<file path="config.mk">
export PLATFORM = sky130hd
export DESIGN_NAME = hrs_sequencer
export DESIGN_NICKNAME = d
export VERILOG_FILES = /design/src/verilog/hrs_pkg.sv /design/src/verilog/hrs_rst_sync.sv /design/src/verilog/hrs_sequencer.sv
export SDC_FILE = /design/constraint.sdc
export NUM_CORES = 1
export LEC_CHECK = 0
export ABC_AREA = 1
export ABC_CLOCK_PERIOD_IN_PS = 4480
export BUFFER_PORTS_ARGS = -buffer_cell sky130_fd_sc_hd__buf_2
export CORE_MARGIN = 2
export CORE_UTILIZATION = 49
export DETAILED_ROUTE_END_ITERATION = 12
export PLACE_DENSITY_LB_ADDON = 0.25
export SLEW_MARGIN = 30
export SYNTH_ARGS = -nofsm -noshare
export SYNTH_HDL_FRONTEND = slang
export SYNTH_SLANG_ARGS = --single-unit
export TNS_END_PERCENT = 30
</file>
<file path="constraint.sdc">
create_clock -name clk_sys -period 4.48 [get_ports clk_sys]
set_clock_uncertainty 0.2 [all_clocks]
set_input_delay 0.224 -clock clk_sys [delete_from_list [all_inputs] [get_ports clk_sys]]
set_output_delay 0.224 -clock clk_sys [all_outputs]
set_load 0.05 [all_outputs]
</file>
<file path="src/verilog/hrs_pkg.sv">
// Purpose: Shared constants for the hub reset sequencer
// Assumes: 250 MHz system clock
// Notes: Times kept in their own unit, cycle counts derived
`default_nettype none
package hrs_pkg;
    localparam int unsigned CLK_MHZ = 250;
    localparam int unsigned RECOVER_MAX_US = 500;
    localparam int unsigned CFG_MAX_MS = 50;
    localparam int unsigned ATTACH_MAX_MS = 100;
    localparam int unsigned REQ_MAX_MS = 5;
    localparam int unsigned RECOVER_CYC = RECOVER_MAX_US * CLK_MHZ;
    localparam int unsigned CFG_CYC = CFG_MAX_MS * 1000 * CLK_MHZ;
    localparam int unsigned ATTACH_CYC = ATTACH_MAX_MS * 1000 * CLK_MHZ;
    localparam int unsigned REQ_CYC = REQ_MAX_MS * 1000 * CLK_MHZ;
    localparam logic [6:0] ADDR_RESET = 7'h00;
    localparam int unsigned PWR_CLR_HI = 3;
    localparam int unsigned PWR_CLR_LO = 2;
    localparam int unsigned TIMER_W = 32;
    typedef enum logic [2:0] {
        ST_RECOVER, ST_CONFIG, ST_ATTACH, ST_ATTACHED, ST_READY
    } hrs_state_type;
endpackage : hrs_pkg
`default_nettype wire

</file>
<file path="src/verilog/hrs_rst_sync.sv">
// Purpose: Reset synchroniser, asynchronous assert, clocked release
// Assumes: Active low reset
// Notes: Two flip-flops; first read only by the second
`timescale 1ns/1ps
`default_nettype none
module hrs_rst_sync (
    input wire logic clk_sys,
    input wire logic resetn,
    output logic rst_sync_n
);
    logic meta_q;
    always_ff @(posedge clk_sys or negedge resetn) begin
        if (!resetn) begin
            meta_q <= 1'b0;
            rst_sync_n <= 1'b0;
        end else begin
            meta_q <= 1'b1;
            rst_sync_n <= meta_q;
        end
    end
endmodule : hrs_rst_sync
`default_nettype wire

</file>
<file path="src/verilog/hrs_sequencer.sv">
// Purpose: Reset and power-up sequencing of a hub device
// Assumes: Config loader, attach logic and request engine are outside
// Notes: Timeouts force progress for recovery, configuration and requests; ATTACH_CYCLES is not used, so attach has no bound
`timescale 1ns/1ps
`default_nettype none
module hrs_sequencer #(
    parameter int unsigned NUM_PORTS = 4,
    parameter int unsigned RECOVER_CYCLES = hrs_pkg::RECOVER_CYC,
    parameter int unsigned CFG_CYCLES = hrs_pkg::CFG_CYC,
    parameter int unsigned ATTACH_CYCLES = hrs_pkg::ATTACH_CYC,
    parameter int unsigned REQ_CYCLES = hrs_pkg::REQ_CYC
) (
    input wire logic clk_sys,
    input wire logic resetn,
    input wire logic cfg_done,
    input wire logic bus_reset,
    input wire logic set_addr_valid,
    input wire logic [6:0] set_addr,
    input wire logic set_config,
    input wire logic suspend_req,
    input wire logic req_start,
    input wire logic req_done,
    input wire logic [4*NUM_PORTS-1:0] port_power_req,
    input wire logic [NUM_PORTS-1:0] port_enable_req,
    output logic osc_run,
    output logic core_rstn,
    output logic cfg_load,
    output logic usb_attach,
    output logic [6:0] usb_addr,
    output logic configured,
    output logic suspended,
    output logic tt_clear,
    output logic req_timeout,
    output logic [4*NUM_PORTS-1:0] port_power_ctl,
    output logic [NUM_PORTS-1:0] port_enable,
    output logic [NUM_PORTS-1:0] port_reset
);
    if (NUM_PORTS < 1 || NUM_PORTS > 7) begin : g_bad_ports
        $error("NUM_PORTS out of range");
    end
    if (RECOVER_CYCLES < 1 || CFG_CYCLES < 1 || ATTACH_CYCLES < 1 || REQ_CYCLES < 1) begin : g_bad_counts
        $error("cycle counts must be at least one");
    end

    // ==========================================================
    // Reset release
    logic rst_n;
    hrs_rst_sync u_sync (
        .clk_sys(clk_sys),
        .resetn(resetn),
        .rst_sync_n(rst_n)
    );

    // ==========================================================
    // Sequence
    hrs_pkg::hrs_state_type state_q;
    logic [hrs_pkg::TIMER_W-1:0] tmr_q;
    logic ready_d;
    assign ready_d = (state_q == hrs_pkg::ST_READY);

    always_ff @(posedge clk_sys or negedge rst_n) begin
        if (!rst_n) begin
            state_q <= hrs_pkg::ST_RECOVER;
            tmr_q <= '0;
        end else begin
            case (state_q)
                hrs_pkg::ST_RECOVER: begin
                    // Recovery is fixed length, exactly RECOVER_CYCLES, equal to its maximum
                    if (tmr_q >= hrs_pkg::TIMER_W'(RECOVER_CYCLES - 1)) begin
                        state_q <= hrs_pkg::ST_CONFIG;
                        tmr_q <= '0;
                    end else begin
                        tmr_q <= tmr_q + 1'b1;
                    end
                end
                hrs_pkg::ST_CONFIG: begin
                    // Loader overrun falls back to defaults, not a hang
                    if (cfg_done || tmr_q >= hrs_pkg::TIMER_W'(CFG_CYCLES - 1)) begin
                        state_q <= hrs_pkg::ST_ATTACH;
                        tmr_q <= '0;
                    end else begin
                        tmr_q <= tmr_q + 1'b1;
                    end
                end
                hrs_pkg::ST_ATTACH: begin
                    state_q <= hrs_pkg::ST_ATTACHED;
                    tmr_q <= '0;
                end
                hrs_pkg::ST_ATTACHED: begin
                    if (bus_reset) begin
                        state_q <= hrs_pkg::ST_READY;
                    end
                end
                default: begin
                    state_q <= hrs_pkg::ST_READY;
                end
            endcase
        end
    end

    always_ff @(posedge clk_sys or negedge rst_n) begin
        if (!rst_n) begin
            osc_run <= 1'b0;
            core_rstn <= 1'b0;
            cfg_load <= 1'b0;
            usb_attach <= 1'b0;
        end else begin
            osc_run <= 1'b1;
            core_rstn <= (state_q != hrs_pkg::ST_RECOVER);
            cfg_load <= (state_q == hrs_pkg::ST_CONFIG) && !cfg_done;
            usb_attach <= (state_q == hrs_pkg::ST_ATTACH) || usb_attach;
        end
    end

    // ==========================================================
    // Device state under bus reset
    always_ff @(posedge clk_sys or negedge rst_n) begin
        if (!rst_n) begin
            usb_addr <= hrs_pkg::ADDR_RESET;
            configured <= 1'b0;
            suspended <= 1'b0;
            tt_clear <= 1'b0;
        end else begin
            tt_clear <= bus_reset;
            if (bus_reset) begin
                usb_addr <= hrs_pkg::ADDR_RESET;
                configured <= 1'b0;
                suspended <= 1'b0;
            end else begin
                if (ready_d && set_addr_valid) usb_addr <= set_addr;
                if (ready_d && set_config) configured <= 1'b1;
                if (ready_d && suspend_req) suspended <= 1'b1;
            end
        end
    end

    // ==========================================================
    // Request deadline; forced completion flags a timeout
    logic req_busy_q;
    logic [hrs_pkg::TIMER_W-1:0] req_tmr_q;
    always_ff @(posedge clk_sys or negedge rst_n) begin
        if (!rst_n) begin
            req_busy_q <= 1'b0;
            req_tmr_q <= '0;
            req_timeout <= 1'b0;
        end else begin
            req_timeout <= 1'b0;
            if (bus_reset || !ready_d) begin
                req_busy_q <= 1'b0;
                req_tmr_q <= '0;
            end else if (req_busy_q) begin
                if (req_done) begin
                    req_busy_q <= 1'b0;
                end else if (req_tmr_q >= hrs_pkg::TIMER_W'(REQ_CYCLES - 1)) begin
                    req_busy_q <= 1'b0;
                    req_timeout <= 1'b1;
                end else begin
                    req_tmr_q <= req_tmr_q + 1'b1;
                end
            end else if (req_start) begin
                req_busy_q <= 1'b1;
                req_tmr_q <= '0;
            end
        end
    end

    // ==========================================================
    // Downstream ports
    genvar gi;
    generate
        for (gi = 0; gi < NUM_PORTS; gi++) begin : g_port
            always_ff @(posedge clk_sys or negedge rst_n) begin
                if (!rst_n) begin
                    port_power_ctl[4*gi +: 4] <= 4'h0;
                    port_enable[gi] <= 1'b0;
                    port_reset[gi] <= 1'b0;
                end else begin
                    // Upstream reset never reaches downstream devices
                    port_reset[gi] <= 1'b0;
                    port_enable[gi] <= ready_d && port_enable_req[gi];
                    if (bus_reset || !ready_d) begin
                        port_power_ctl[4*gi+hrs_pkg::PWR_CLR_HI] <= 1'b0;
                        port_power_ctl[4*gi+hrs_pkg::PWR_CLR_LO] <= 1'b0;
                    end else begin
                        port_power_ctl[4*gi+3 -: 2] <= port_power_req[4*gi+3 -: 2];
                    end
                    port_power_ctl[4*gi +: 2] <= ready_d ? port_power_req[4*gi +: 2] : 2'h0;
                end
            end
        end
    endgenerate

    // ==========================================================
    // Checks
    chk_bus_rst_addr: assert property (@(posedge clk_sys) disable iff (!rst_n)
        bus_reset |=> (usb_addr == hrs_pkg::ADDR_RESET) && !configured)
        else $error("address or configuration kept after bus reset");
    chk_power_clear: assert property (@(posedge clk_sys) disable iff (!rst_n)
        bus_reset |=> ((port_power_ctl & {NUM_PORTS{4'hc}}) == '0))
        else $error("power control bits not cleared");
    chk_wake_tt: assert property (@(posedge clk_sys) disable iff (!rst_n)
        bus_reset |=> !suspended && tt_clear)
        else $error("suspend or buffers not handled on bus reset");
    chk_no_forward: assert property (@(posedge clk_sys) disable iff (!rst_n)
        bus_reset |=> ##1 (port_reset == '0))
        else $error("bus reset forwarded downstream");
    chk_attach_prompt: assert property (@(posedge clk_sys) disable iff (!rst_n)
        (state_q == hrs_pkg::ST_CONFIG) && cfg_done |=> ##1 usb_attach)
        else $error("attach late after configuration");
    chk_cfg_bound: assert property (@(posedge clk_sys) disable iff (!rst_n)
        (state_q == hrs_pkg::ST_CONFIG) |-> tmr_q < hrs_pkg::TIMER_W'(CFG_CYCLES))
        else $error("configuration exceeds its maximum");
    chk_recover_once: assert property (@(posedge clk_sys) disable iff (!rst_n)
        $fell(state_q == hrs_pkg::ST_RECOVER) |-> $past(tmr_q) == hrs_pkg::TIMER_W'(RECOVER_CYCLES - 1))
        else $error("recovery length wrong");
    chk_req_bound: assert property (@(posedge clk_sys) disable iff (!rst_n)
        req_busy_q |-> req_tmr_q < hrs_pkg::TIMER_W'(REQ_CYCLES))
        else $error("request exceeds completion time");
    chk_clocks_run: assert property (@(posedge clk_sys) disable iff (!rst_n)
        $rose(core_rstn) |-> osc_run && !usb_attach)
        else $error("core released with clocks off");
endmodule : hrs_sequencer
`default_nettype wire

</file>
== Word level (Yosys, flattened, before mapping) ==
Index checks and enable logic that the tools add are counted.
Word-level totals
  bits in registers: 105
  output and inout bits: 39
  input port bits: 36
Cells by class
  mux-type cells: 35
  $add $sub $neg: 2
  equality and inequality tests: 9
  magnitude comparators: 3
  reductions and logical operators: 22
Operator list (count)
  $mux 32: 7
  $pmux 32 s3: 1
  $add 32x1->32 const B: 2
  $ge 32x17->1 const B: 1
  $ge 32x21->1 const B: 1
  $ge 32x24->1 const B: 1
  $mux 2: 8
  $mux 7: 2
  $mux 1: 13
  $pmux 3 s4: 1
  $mux 3: 3
  $reduce_bool 3->1: 3
  $logic_and 1x1->1: 8
  $eq 3x2->1 const B: 2
  $ne 2x2->1 const B: 3
  $reduce_and 3->1: 2
  $reduce_bool 2->1: 3
  $eq 3x1->1 const B: 1
  $eq 3x3->1 const B: 1
  $logic_not 3->1: 1
  $logic_or 1x1->1: 3
  $ne 3x2->1 const B: 1
  $ne 3x3->1 const B: 1
  $logic_not 1->1: 2

== Depth between registers and ports, before layout ==
Gate-level depths: netlist of run 1.
  word-level depth: 5
  gate-level depth with buffers: 13
  mapped depth without buffers: 13

== Modules after synthesis ==
From an unflattened synthesis of run 1, not the netlist that was laid out.
Unflattened totals
  cells, all modules: 770
  area, all modules: 5834.3 µm²
By module, submodules not included
  hrs_sequencer: cells an instance 767, times used 1, area each 5780.5 µm²
  hrs_rst_sync: cells an instance 3, times used 1, area each 53.8 µm²

== Worst setup path before layout of run 1 ==
No wires, ideal clock.
  path kind: register -> register
  start point: register tmr_q[0] (netlist bit)
  end point: register tmr_q[11] (netlist bit)
  stages on the path, launching flop included: 14
  arrival time: 1.530 ns
  setup slack: 2.637 ns
  clock period less this slack: 1.843 ns
  cell sequence: dfrtp_1 ha_1 nand2_1 nor2_2 nand2_1 nand2_1 nand2_1 nand2_1 nand2_1 nand2_2 nand3_4 buf_6 nand2_1 inv_1
On the way
  longest elaborated chain between the ends: 4
RTL lines
  start: declaration: RTL line hrs_sequencer.sv:57  | logic [hrs_pkg::TIMER_W-1:0] tmr_q;
  start signal: assignment: RTL line hrs_sequencer.sv:73  | tmr_q <= tmr_q + 1'b1;
  start signal: assignment: RTL line hrs_sequencer.sv:82  | tmr_q <= tmr_q + 1'b1;
  $ge 32x24->1: RTL line hrs_sequencer.sv:78  | if (cfg_done || tmr_q >= hrs_pkg::TIMER_W'(CFG_CYCLES - 1)) begin
  $logic_or 1x1->1: RTL line hrs_sequencer.sv:78
  $mux 32: RTL line hrs_sequencer.sv:78
  $pmux 32 s3 *: RTL line hrs_sequencer.sv:66  | case (state_q)
Mark *: on every way between the ends. The rest lies on a longest branch, timed or not.
A chain may end at the register's enable or synchronous reset.

== Worst setup path in the final report of run 1 ==
  start point: register state_q[1]
  end point: register req_timeout
On the way
  longest elaborated chain between the ends: 4
RTL lines
  start: declaration: RTL line hrs_sequencer.sv:56  | hrs_pkg::hrs_state_type state_q;
  start signal: assignment: RTL line hrs_sequencer.sv:63  | state_q <= hrs_pkg::ST_RECOVER;
  start signal: assignment: RTL line hrs_sequencer.sv:70  | state_q <= hrs_pkg::ST_CONFIG;
  start signal: assignment: RTL line hrs_sequencer.sv:79  | state_q <= hrs_pkg::ST_ATTACH;
  $eq 3x3->1: RTL line hrs_sequencer.sv:59  | assign ready_d = (state_q == hrs_pkg::ST_READY);
  $logic_not 1->1: RTL line hrs_sequencer.sv:148  | if (bus_reset || !ready_d) begin
  $logic_or 1x1->1: RTL line hrs_sequencer.sv:148
  $mux 1: RTL line hrs_sequencer.sv:148
  end signal: assignment: RTL line hrs_sequencer.sv:145  | req_timeout <= 1'b0;
  end signal: assignment: RTL line hrs_sequencer.sv:147  | req_timeout <= 1'b0;
  end signal: assignment: RTL line hrs_sequencer.sv:156  | req_timeout <= 1'b1;
  end: declaration: RTL line hrs_sequencer.sv:33  | output logic req_timeout,
Every way passes these cells.

==> impl_metrics.json, run 1 <==
{
  "max-slew-margin-rel": 0.440,
  "place.detailed.hpwl_um": 8800,
  "yosys-top-cells-area": "dfrtp_1, nand2_1, nor2_1",
  "yosysWarnings": 0,
  "grt_max_degree": 77,
  "rows": 39,
  "setup_viol": 0,
  "nets": 905,
  "cp-end-kind": "register",
  "yosysTopAreaCell": "dfrtp_1",
  "detail_route.wirelength_um": 13000,
  "final.setup.tns_ps": 0,
  "final_hold_viol_count": 0,
  "holdWs_ps": 29.8,
  "worstMarginPinSlew_ps": 839,
  "p_leak_uw": 0.00358,
  "hold_path.class": "register to asynchronous set/reset pin",
  "core-area_mm2": 0.0114,
  "clk_pin_slew_worst_paths_ps": 80,
  "rsz0062_at_grt": "false",
  "post-cts-setup-buffer-count": 0,
  "cp_data_required_time_ps": 4570,
  "initial_core_util": 0.499,
  "via_count": 5004,
  "reg2regPathDepth": 6,
  "ys_top_cells_by_count": "nand2_1, nor2_1, inv_1",
  "synth-seq-cells": 105,
  "cts_buffer_depth": 2,
  "total_power_uw": 2500,
  "synth_edf_count": 0,
  "placed_cells": 964,
  "synthArstFlopShare": 1.00,
  "post_drt_via_cell_ratio": 4.93,
  "syn2layout_area_growth_pct": 19.5,
  "crit_fanout": 26,
  "r2r_end": "req_timeout$_DFF_PN0_",
  "max_cap_viol_count": 0,
  "yosysMostFrequentCell": "nand2_1",
  "ios": 75,
  "period_needed_ps": 2510,
  "die-area_mm2": 0.0125,
  "antenna_cells": 0,
  "drc": 0,
  "cts_buffers": 9,
  "die_x_um": 112,
  "cts_sinks": 105,
  "routabilityCongestion": 0.930,
  "drt_first_pass_iters": 5,
  "worstPathArrival_ps": 2600,
  "syn_area_mm2": 0.00567,
  "die_h_um": 112,
  "portBuffers": 70,
  "ys.flop_type": "dfrtp_1",
  "grt_usage": 0.219,
  "routedWlPerCell_um": 12.8,
  "syn_avg_cell_area_um2": 7.41,
  "gr-total-overflow": 0,
  "finalMaxSlewViolations": 0,
  "cts_tree": "built",
  "outcome": "finished clean",
  "cts-root-buf": "clkbuf_16",
  "htree_levels": 3,
  "antenna_found_initial": 0,
  "max_freq_mhz": 398,
  "vdd_drop_max_mv": 0.346,
  "cts_hold_buf": 34,
  "final-instance-count-excl-fill": 1015,
  "power_density_mw_per_mm2": 369,
  "yosys.area.top_type_share": 0.463,
  "syn_inst": 766,
  "post_cts_resized": 0,
  "r2r_start": "state_q[1]$_DFFE_PN0P_",
  "first_iter_violations": 354,
  "clock_latency_ps": 360,
  "crit_type": "register to register",
  "ys_types": 34,
  "r2r_slack_ps": 1970,
  "seq_area_frac_synth": 0.463,
  "period_share": 0.561,
  "grt_pass1_wl_um": 22300,
  "drive_gt1_frac": 0.150,
  "startpoint_type": "register",
  "grt_pass1_vias": 4855,
  "nFillCells": 1062,
  "ant_nets": 0
}
worst max-delay path by stage:
| stage | from | endpoint | slack (ps) | depth (start not counted) |
|---|---|---|---|---|
| finish | state_q[1]$_DFFE_PN0P_ | req_timeout$_DFF_PN0_ | 1970 | 6 |
| floorplan | u_sync.rst_sync_n$_DFF_PN0_ | cfg_load$_DFF_PN0_ | 1140 | 0 |
| global placement | state_q[1]$_DFFE_PN0P_ | req_tmr_q[6]$_DFFE_PN0P_ | 2060 | 7 |
| global route | state_q[1]$_DFFE_PN0P_ | req_tmr_q[1]$_DFFE_PN0P_ | 1710 | 7 |
| CTS | state_q[1]$_DFFE_PN0P_ | req_tmr_q[6]$_DFFE_PN0P_ | 1980 | 7 |
| detailed placement | state_q[1]$_DFFE_PN0P_ | req_tmr_q[6]$_DFFE_PN0P_ | 2000 | 7 |
stage by stage:
step | utilization | cell area, µm² | setup WS, ps
final | 0.596 | 6780 | 1970
after global routing | 0.596 | 6780 | 1710
after CTS | 0.594 | 6750 | 1980
after detailed placement | 0.536 | 6090 | 2000
after global placement | 0.536 | 6090 | 2060
after floorplan | - | 5690 | 1140
cells by family after synthesis:
kind of cell / synth area share
xor+xnor: 0.0340
fa+ha+maj: 0.00441
compound gates: 0.0207
simple gates: 0.367
buf+inv: 0.109
other cells: 0.00132
flops: 0.463
registers in the layout (all words and copies together), names as in the netlist, 3 cells and up:
| name | flops |
|---|---|
| req_tmr_q | 32 |
| state_q | 3 |
| usb_addr | 7 |
| port_enable | 4 |
| tmr_q | 32 |
| port_power_ctl | 16 |
critical path, stage by stage (launching register included):
cell,delay (ps)
dfrtp_1,430
nor3_2,260
inv_2,190
nor2_8,370
nand2_1,530
nor2_2,250
a21boi_1,190
power by group:
| group | internal, µW | leakage (µW) | switching, µW | total (µW) |
|---|---|---|---|---|
| registers | 1010 | 0.00144 | 59.2 | 1070 |
| logic | 148 | 0.00199 | 446 | 594 |
| clock network | 448 | 0.000152 | 389 | 838 |
layout make-up:
class	count	area, µm²	area share
clock buffer	9	225	0.0332
multi-input combinational	516	2440	0.360
timing repair buffer	106	726	0.107
tap	143	179	0.0264
inverter	129	484	0.0714
clock inverter	7	91.3	0.0135
sequential	105	2630	0.388
layer usage:
layer | wire [µm] | vias to the layer above | track usage
li1 | - | 2524 | -
met1 | 5680 | 2320 | 0.271
met2 | 6370 | 128 | 0.377
met3 | 600 | 32 | 0.0501
met4 | 312 | 0 | 0.0823
met5 | 0 | - | 0
layout by cell type (no fill, tap or decap), drive strengths merged, types with 6 or more instances in the layout:
cell type	n
nand2	213
nor2	148
inv	132
dfrtp	105
buf	72
nand3	51
dlygate4sd3	34
nand4	31
nor3	18
xor2	16
o21ai	9
clkbuf	9
a21oi	8
xnor2	6
conb	6
Note: power is estimated with default switching activity, not from simulation.
==> inputs of run 2 (changes only) <==
- ABC_CLOCK_PERIOD_IN_PS: 4480 -> 2500
- clock period: 4.48 -> 2.5 ns (I/O delays scaled with it)
==> run 2 against run 1 <==
Net effect:
- clock power up 100%
- first-iteration DRC count down 12%
- flip-flop and latch count unchanged
- worst setup slack worse by 1600 ps
- die area unchanged
- fmax up 17%
- total power up 88%
- design area up 2.0%
- largest cell class unchanged
==> impl_metrics.json, run 2 (same netlist as run 1, synthesis figures left out) <==
{
  "outcome": "finished clean",
  "cts_sinks": 105,
  "grt_usage": 0.227,
  "grt_pass1_vias": 5059,
  "cpPeakStageDelay_ps": 420,
  "post-cts-setup-buffer-count": 0,
  "grt_use_met3": 0.0523,
  "ios": 75,
  "final_hold_viol_count": 0,
  "place.detailed.hpwl_um": 9160,
  "swShare": 0.331,
  "grt_pass1_wl_um": 23200,
  "p_leak_uw": 0.00366,
  "rows": 39,
  "met1_usage": 0.291,
  "crit_top_cell": "nand2_1",
  "crit_family": "simple AND/OR/NAND/NOR gates",
  "nets": 916,
  "grt_max_degree": 41,
  "met2_usage": 0.389,
  "layout_common_cells": "nand2_1, nor2_1, inv_1",
  "rsz0062_at_grt": "false",
  "crit_fanout": 22,
  "power_density_mw_per_mm2": 681,
  "critical_path.cell_chain": "ha_1 > nand3_2 > a21oi_1 > nand2_1 > nand2_1 > nand2_2 > nand3_4 > buf_4 > nand4_1 > nand2_1",
  "detail_route.wirelength_um": 13200,
  "ant_nets": 0,
  "power.switching_uw": 1560,
  "max_cap_viol_count": 0,
  "cts_tree": "built",
  "final.setup.tns_ps": 0,
  "cp_num_buf_inv": 1,
  "crit_slowest_cell": "dfrtp_1",
  "power_frac_seq": 0.404,
  "antenna_cells": 0,
  "core-area_mm2": 0.0114,
  "drt_first_pass_iters": 5,
  "gr-total-overflow": 0,
  "top_usage_layer": "met2",
  "htree_levels": 3,
  "worstPathArrival_ps": 2240,
  "pwr-share-clk": 0.358,
  "max_freq_mhz": 465,
  "placed_cells": 972,
  "hold_path.class": "input pin to register",
  "clock_latency_ps": 350,
  "holdWs_ps": 59.1,
  "period_share": 0.860,
  "drive_gt1_frac": 0.157,
  "drc": 0,
  "antenna_found_initial": 0,
  "cp_data_required_time_ps": 2590,
  "die_h_um": 112,
  "utilization": 0.608,
  "via_count": 5067,
  "portBuffers": 70,
  "cts-root-buf": "clkbuf_16",
  "period_needed_ps": 2150,
  "post_drt_via_cell_ratio": 4.94,
  "worstMarginPinSlew_ps": 525,
  "routedWlPerCell_um": 12.9,
  "final_common_cell": "nand2_1",
  "cts_buffers": 9,
  "die_x_um": 112,
  "crit_type": "register to register",
  "reg.largest.list": "req_tmr_q: 32 flops, tmr_q: 32 flops, port_power_ctl: 16 flops",
  "setup_viol": 0,
  "syn2layout_area_growth_pct": 21.9,
  "pwr-share-comb": 0.238,
  "routabilityCongestion": 0.926,
  "cp-end-kind": "register",
  "final-instance-count-excl-fill": 1026,
  "vdd_drop_max_mv": 0.698,
  "startpoint_type": "register",
  "finalMaxSlewViolations": 0,
  "clk_pin_slew_worst_paths_ps": 70,
  "cts_buffer_depth": 2,
  "max-slew-margin-rel": 0.650,
  "intPower_uw": 3150,
  "first_iter_violations": 311,
  "initial_core_util": 0.499,
  "die-area_mm2": 0.0125
}
==> run 2: cell types whose count changed in the layout (fill, tap and decap cells not counted), sizes merged <==
cell,change
buf,+7
dlygate4sd3,+3
inv,-3
bufinv,+2
clkbuf,+2
clkinvlp,-1
nand3,+1
==> run 2: metrics by stage <==
stage | total power, µW | instance area, µm² | setup WS [ps]
CTS | 4750 | 6900 | 203
global route | 4950 | 6920 | 90.0
finish | 4710 | 6920 | 349
detailed placement | 3010 | 6170 | 215
floorplan | 2750 | 5690 | 540
global placement | 2980 | 6170 | 282
==> run 2: layer usage <==
metal  wire length, µm  vias to the layer above
met1              5870                     2351
met2              6530                      137
met5                 0                        -
li1                  -                     2562
met4               167                        0
met3               638                       17
==> run 2: worst min-delay path: stages <==
cell and delay, ps:
buf_2 100, nand2_1 150, nand3_1 100, o21ai_0 80
==> run 2: worst paths after layout <==
kind | from | end | slack (ps) | depth (start not counted)
hold / removal | set_addr_valid | usb_addr[1]$_DFFE_PN0P_ | 60 | 4
hold reg to reg | u_sync.rst_sync_n$_DFF_PN0_ | tmr_q[1]$_DFFE_PN0N_ | 110 | 0
setup / recovery | req_tmr_q[0]$_DFFE_PN0P_ | req_tmr_q[10]$_DFFE_PN0P_ | 350 | 10
min in group asynchronous | u_sync.rst_sync_n$_DFF_PN0_ | tmr_q[1]$_DFFE_PN0N_ | 110 | 0
setup reg to reg | req_tmr_q[0]$_DFFE_PN0P_ | req_tmr_q[10]$_DFFE_PN0P_ | 350 | 10
max in group asynchronous | u_sync.rst_sync_n$_DFF_PN0_ | tmr_q[8]$_DFFE_PN0N_ | 1360 | 1
==> run 2: layout make-up <==
class                      instances  area (µm²)
inverter                         129         484
clock inverter                     5         110
sequential                       105        2630
tap                              143         179
fill                            1020        4450
clock buffer                      11         253
multi-input combinational        517        2460
timing repair buffer             116         801
==> run 2: power groups by stage <==
stage / Sequential [µW] / Clock [µW] / Combinational, µW
5_1_grt: 1920 / 1790 / 1240
2_1_floorplan: 2160 / 0 / 590
4_1_cts: 1900 / 1720 / 1120
6_report: 1900 / 1680 / 1120
3_3_place_gp: 1930 / 0 / 1050
3_5_place_dp: 1940 / 0 / 1070
==> run 2: what timing repair did <==
action,CTS,global route
hold buffers,37,0
endpoints found under the hold margin,43,0
endpoints found under the setup margin,0,18
resized for setup,0,1
==> inputs of run 3 (changes only) <==
- ABC_CLOCK_PERIOD_IN_PS: 2500 -> 1900
- CAP_MARGIN: default -> 15
- REMOVE_ABC_BUFFERS: default -> 1
- clock period: 2.5 -> 1.9 ns (I/O delays scaled with it)
==> run 3 against run 2 <==
Net effect:
- largest power group unchanged
- sequential share of layout area fell by 1.8 points
- core utilization rose by 3.3 points
- worst setup slack got worse by 290 ps
- critical path depth did not move
- critical endpoint is now tmr_q[2]$_DFFE_PN0N_
==> impl_metrics.json, run 3 (same netlist as run 1, synthesis figures left out) <==
{
  "outcome": "finished clean",
  "clock_latency_ps": 350,
  "cts_buffer_depth": 2,
  "grt_max_degree": 47,
  "grt_pass1_wl_um": 23400,
  "drive_gt1_frac": 0.235,
  "cp_data_required_time_ps": 1950,
  "final-instance-count-excl-fill": 1052,
  "max_freq_mhz": 543,
  "final_common_cell": "nand2_1",
  "crit_fanout": 8,
  "nFillCells": 990,
  "cts-root-buf": "clkbuf_16",
  "via_count": 5258,
  "p_leak_uw": 0.00378,
  "die_h_um": 112,
  "final.setup.tns_ps": 0,
  "final_hold_viol_count": 0,
  "power_frac_seq": 0.410,
  "pwr-share-clk": 0.300,
  "portBuffers": 70,
  "nets": 942,
  "power_density_mw_per_mm2": 840,
  "power.switching_uw": 2270,
  "vdd_drop_max_mv": 0.656,
  "rsz0062_at_grt": "true",
  "routedWlPerCell_um": 13.3,
  "crit_type": "register to register",
  "rows": 39,
  "period_needed_ps": 1840,
  "die_x_um": 112,
  "holdWs_ps": 56.2,
  "worstPathArrival_ps": 1890,
  "finalInstanceArea_mm2": 0.00730,
  "drc": 0,
  "grt_usage": 0.229,
  "ant_nets": 0,
  "pwr-share-comb": 0.290,
  "antenna_cells": 0,
  "cts_buffers": 9,
  "setup_viol": 0,
  "seqCellArea_mm2": 0.00264,
  "max_cap_viol_count": 0,
  "drt_first_pass_iters": 5,
  "detail_route.wirelength_um": 14000,
  "htree_levels": 3,
  "layout_common_cells": "nand2_1, nor2_1, inv_1",
  "intPower_uw": 3860,
  "place_area_mm2": 0.00639,
  "reg.largest.list": "req_tmr_q: 32 flops, tmr_q: 32 flops, port_power_ctl: 16 flops",
  "startpoint_type": "register",
  "placed_cells": 995,
  "antenna_found_initial": 0,
  "cts_tree": "built",
  "gr-total-overflow": 0,
  "place.detailed.hpwl_um": 9410,
  "post_drt_via_cell_ratio": 5.00,
  "hold_path.class": "register to asynchronous set/reset pin",
  "initial_core_util": 0.499,
  "period_share": 0.969,
  "die-area_mm2": 0.0125,
  "cts_sinks": 105,
  "cp-end-kind": "register",
  "total_power_uw": 6130,
  "swShare": 0.370,
  "first_iter_violations": 362,
  "syn2layout_area_growth_pct": 28.6,
  "routabilityCongestion": 0.949,
  "finalMaxSlewViolations": 0,
  "core-area_mm2": 0.0114,
  "grt_pass1_vias": 5123,
  "ios": 75,
  "clk_pin_slew_worst_paths_ps": 80,
  "multi_input_area_mm2": 0.00266
}
run 3: cell types whose count changed in the layout (fill, tap and decap cells not counted), sizes merged:
cell	previous run	this run
bufinv	3	0
clkinv	2	3
dlygate4sd3	37	35
buf	79	107
clkinvlp	0	1
inv	129	130
run 3: critical path, stage by stage (launching register included):
cell and delay [ps]:
dfrtp_2 460, nor2_4 170, nand2_1 80, nor2_2 150, nand2_1 80, nand2_2 80, nand2_2 70, nand2_4 120
nand3_4 170, nand2_1 110, inv_1 40
run 3: what timing repair did:
action | 4_1_cts | 5_1_grt
gates resized for setup | 4 | 62
pin swaps | 1 | 16
setup buffers | 0 | 5
endpoints found under the setup margin | 4 | 51
endpoints found under the hold margin | 43 | 0
hold buffers | 35 | 0
gates cloned | 1 | 0
run 3: cell type report:
type / count / share of cell area
well taps: 143 / 0.0245
inverters: 129 / 0.0664
clock inverters: 5 / 0.00652
multi-input cells: 517 / 0.365
flip-flops and latches: 105 / 0.362
repair buffers: 142 / 0.143
clock buffers: 11 / 0.0333
run 3: power groups by stage:
stage	Clock, µW	Sequential (µW)	Combinational, µW
final	1840	2520	1780
after global routing	1950	2530	1940
after CTS	1880	2480	1680
after detailed placement	0	2530	1510
after global placement	0	2520	1470
after floorplan	0	2840	687
run 3: metal layers:
metal / share of wire / GRT usage / wire [µm]
met1: 0.42 / 0.279 / 5870
met2: 0.52 / 0.395 / 7250
met4: 0.030 / 0.0971 / 428
met5: 0 / 0 / 0
met3: 0.034 / 0.0468 / 484
run 3: final timing paths:
path | startpoint | end | slack [ps] | cells past startpoint
hold reg to reg | u_sync.rst_sync_n$_DFF_PN0_ | state_q[2]$_DFFE_PN0P_ | 60 | 0
setup reg to reg | tmr_q[8]$_DFFE_PN0N_ | tmr_q[2]$_DFFE_PN0N_ | 60 | 10
hold / removal | u_sync.rst_sync_n$_DFF_PN0_ | state_q[2]$_DFFE_PN0P_ | 60 | 0
min in group clk_sys | req_start | req_tmr_q[22]$_DFFE_PN0P_ | 110 | 5
max in group asynchronous | u_sync.rst_sync_n$_DFF_PN0_ | tmr_q[11]$_DFFE_PN0N_ | 860 | 1
setup / recovery | tmr_q[8]$_DFFE_PN0N_ | tmr_q[2]$_DFFE_PN0N_ | 60 | 10
run 3: per-stage QoR:
step	setup slack, ps	utilization
after global placement	8.89	0.562
after CTS	10.7	0.621
final	58.5	0.642
after global routing	-48.7	0.642
after detailed placement	8.42	0.562
after floorplan	-1440	-
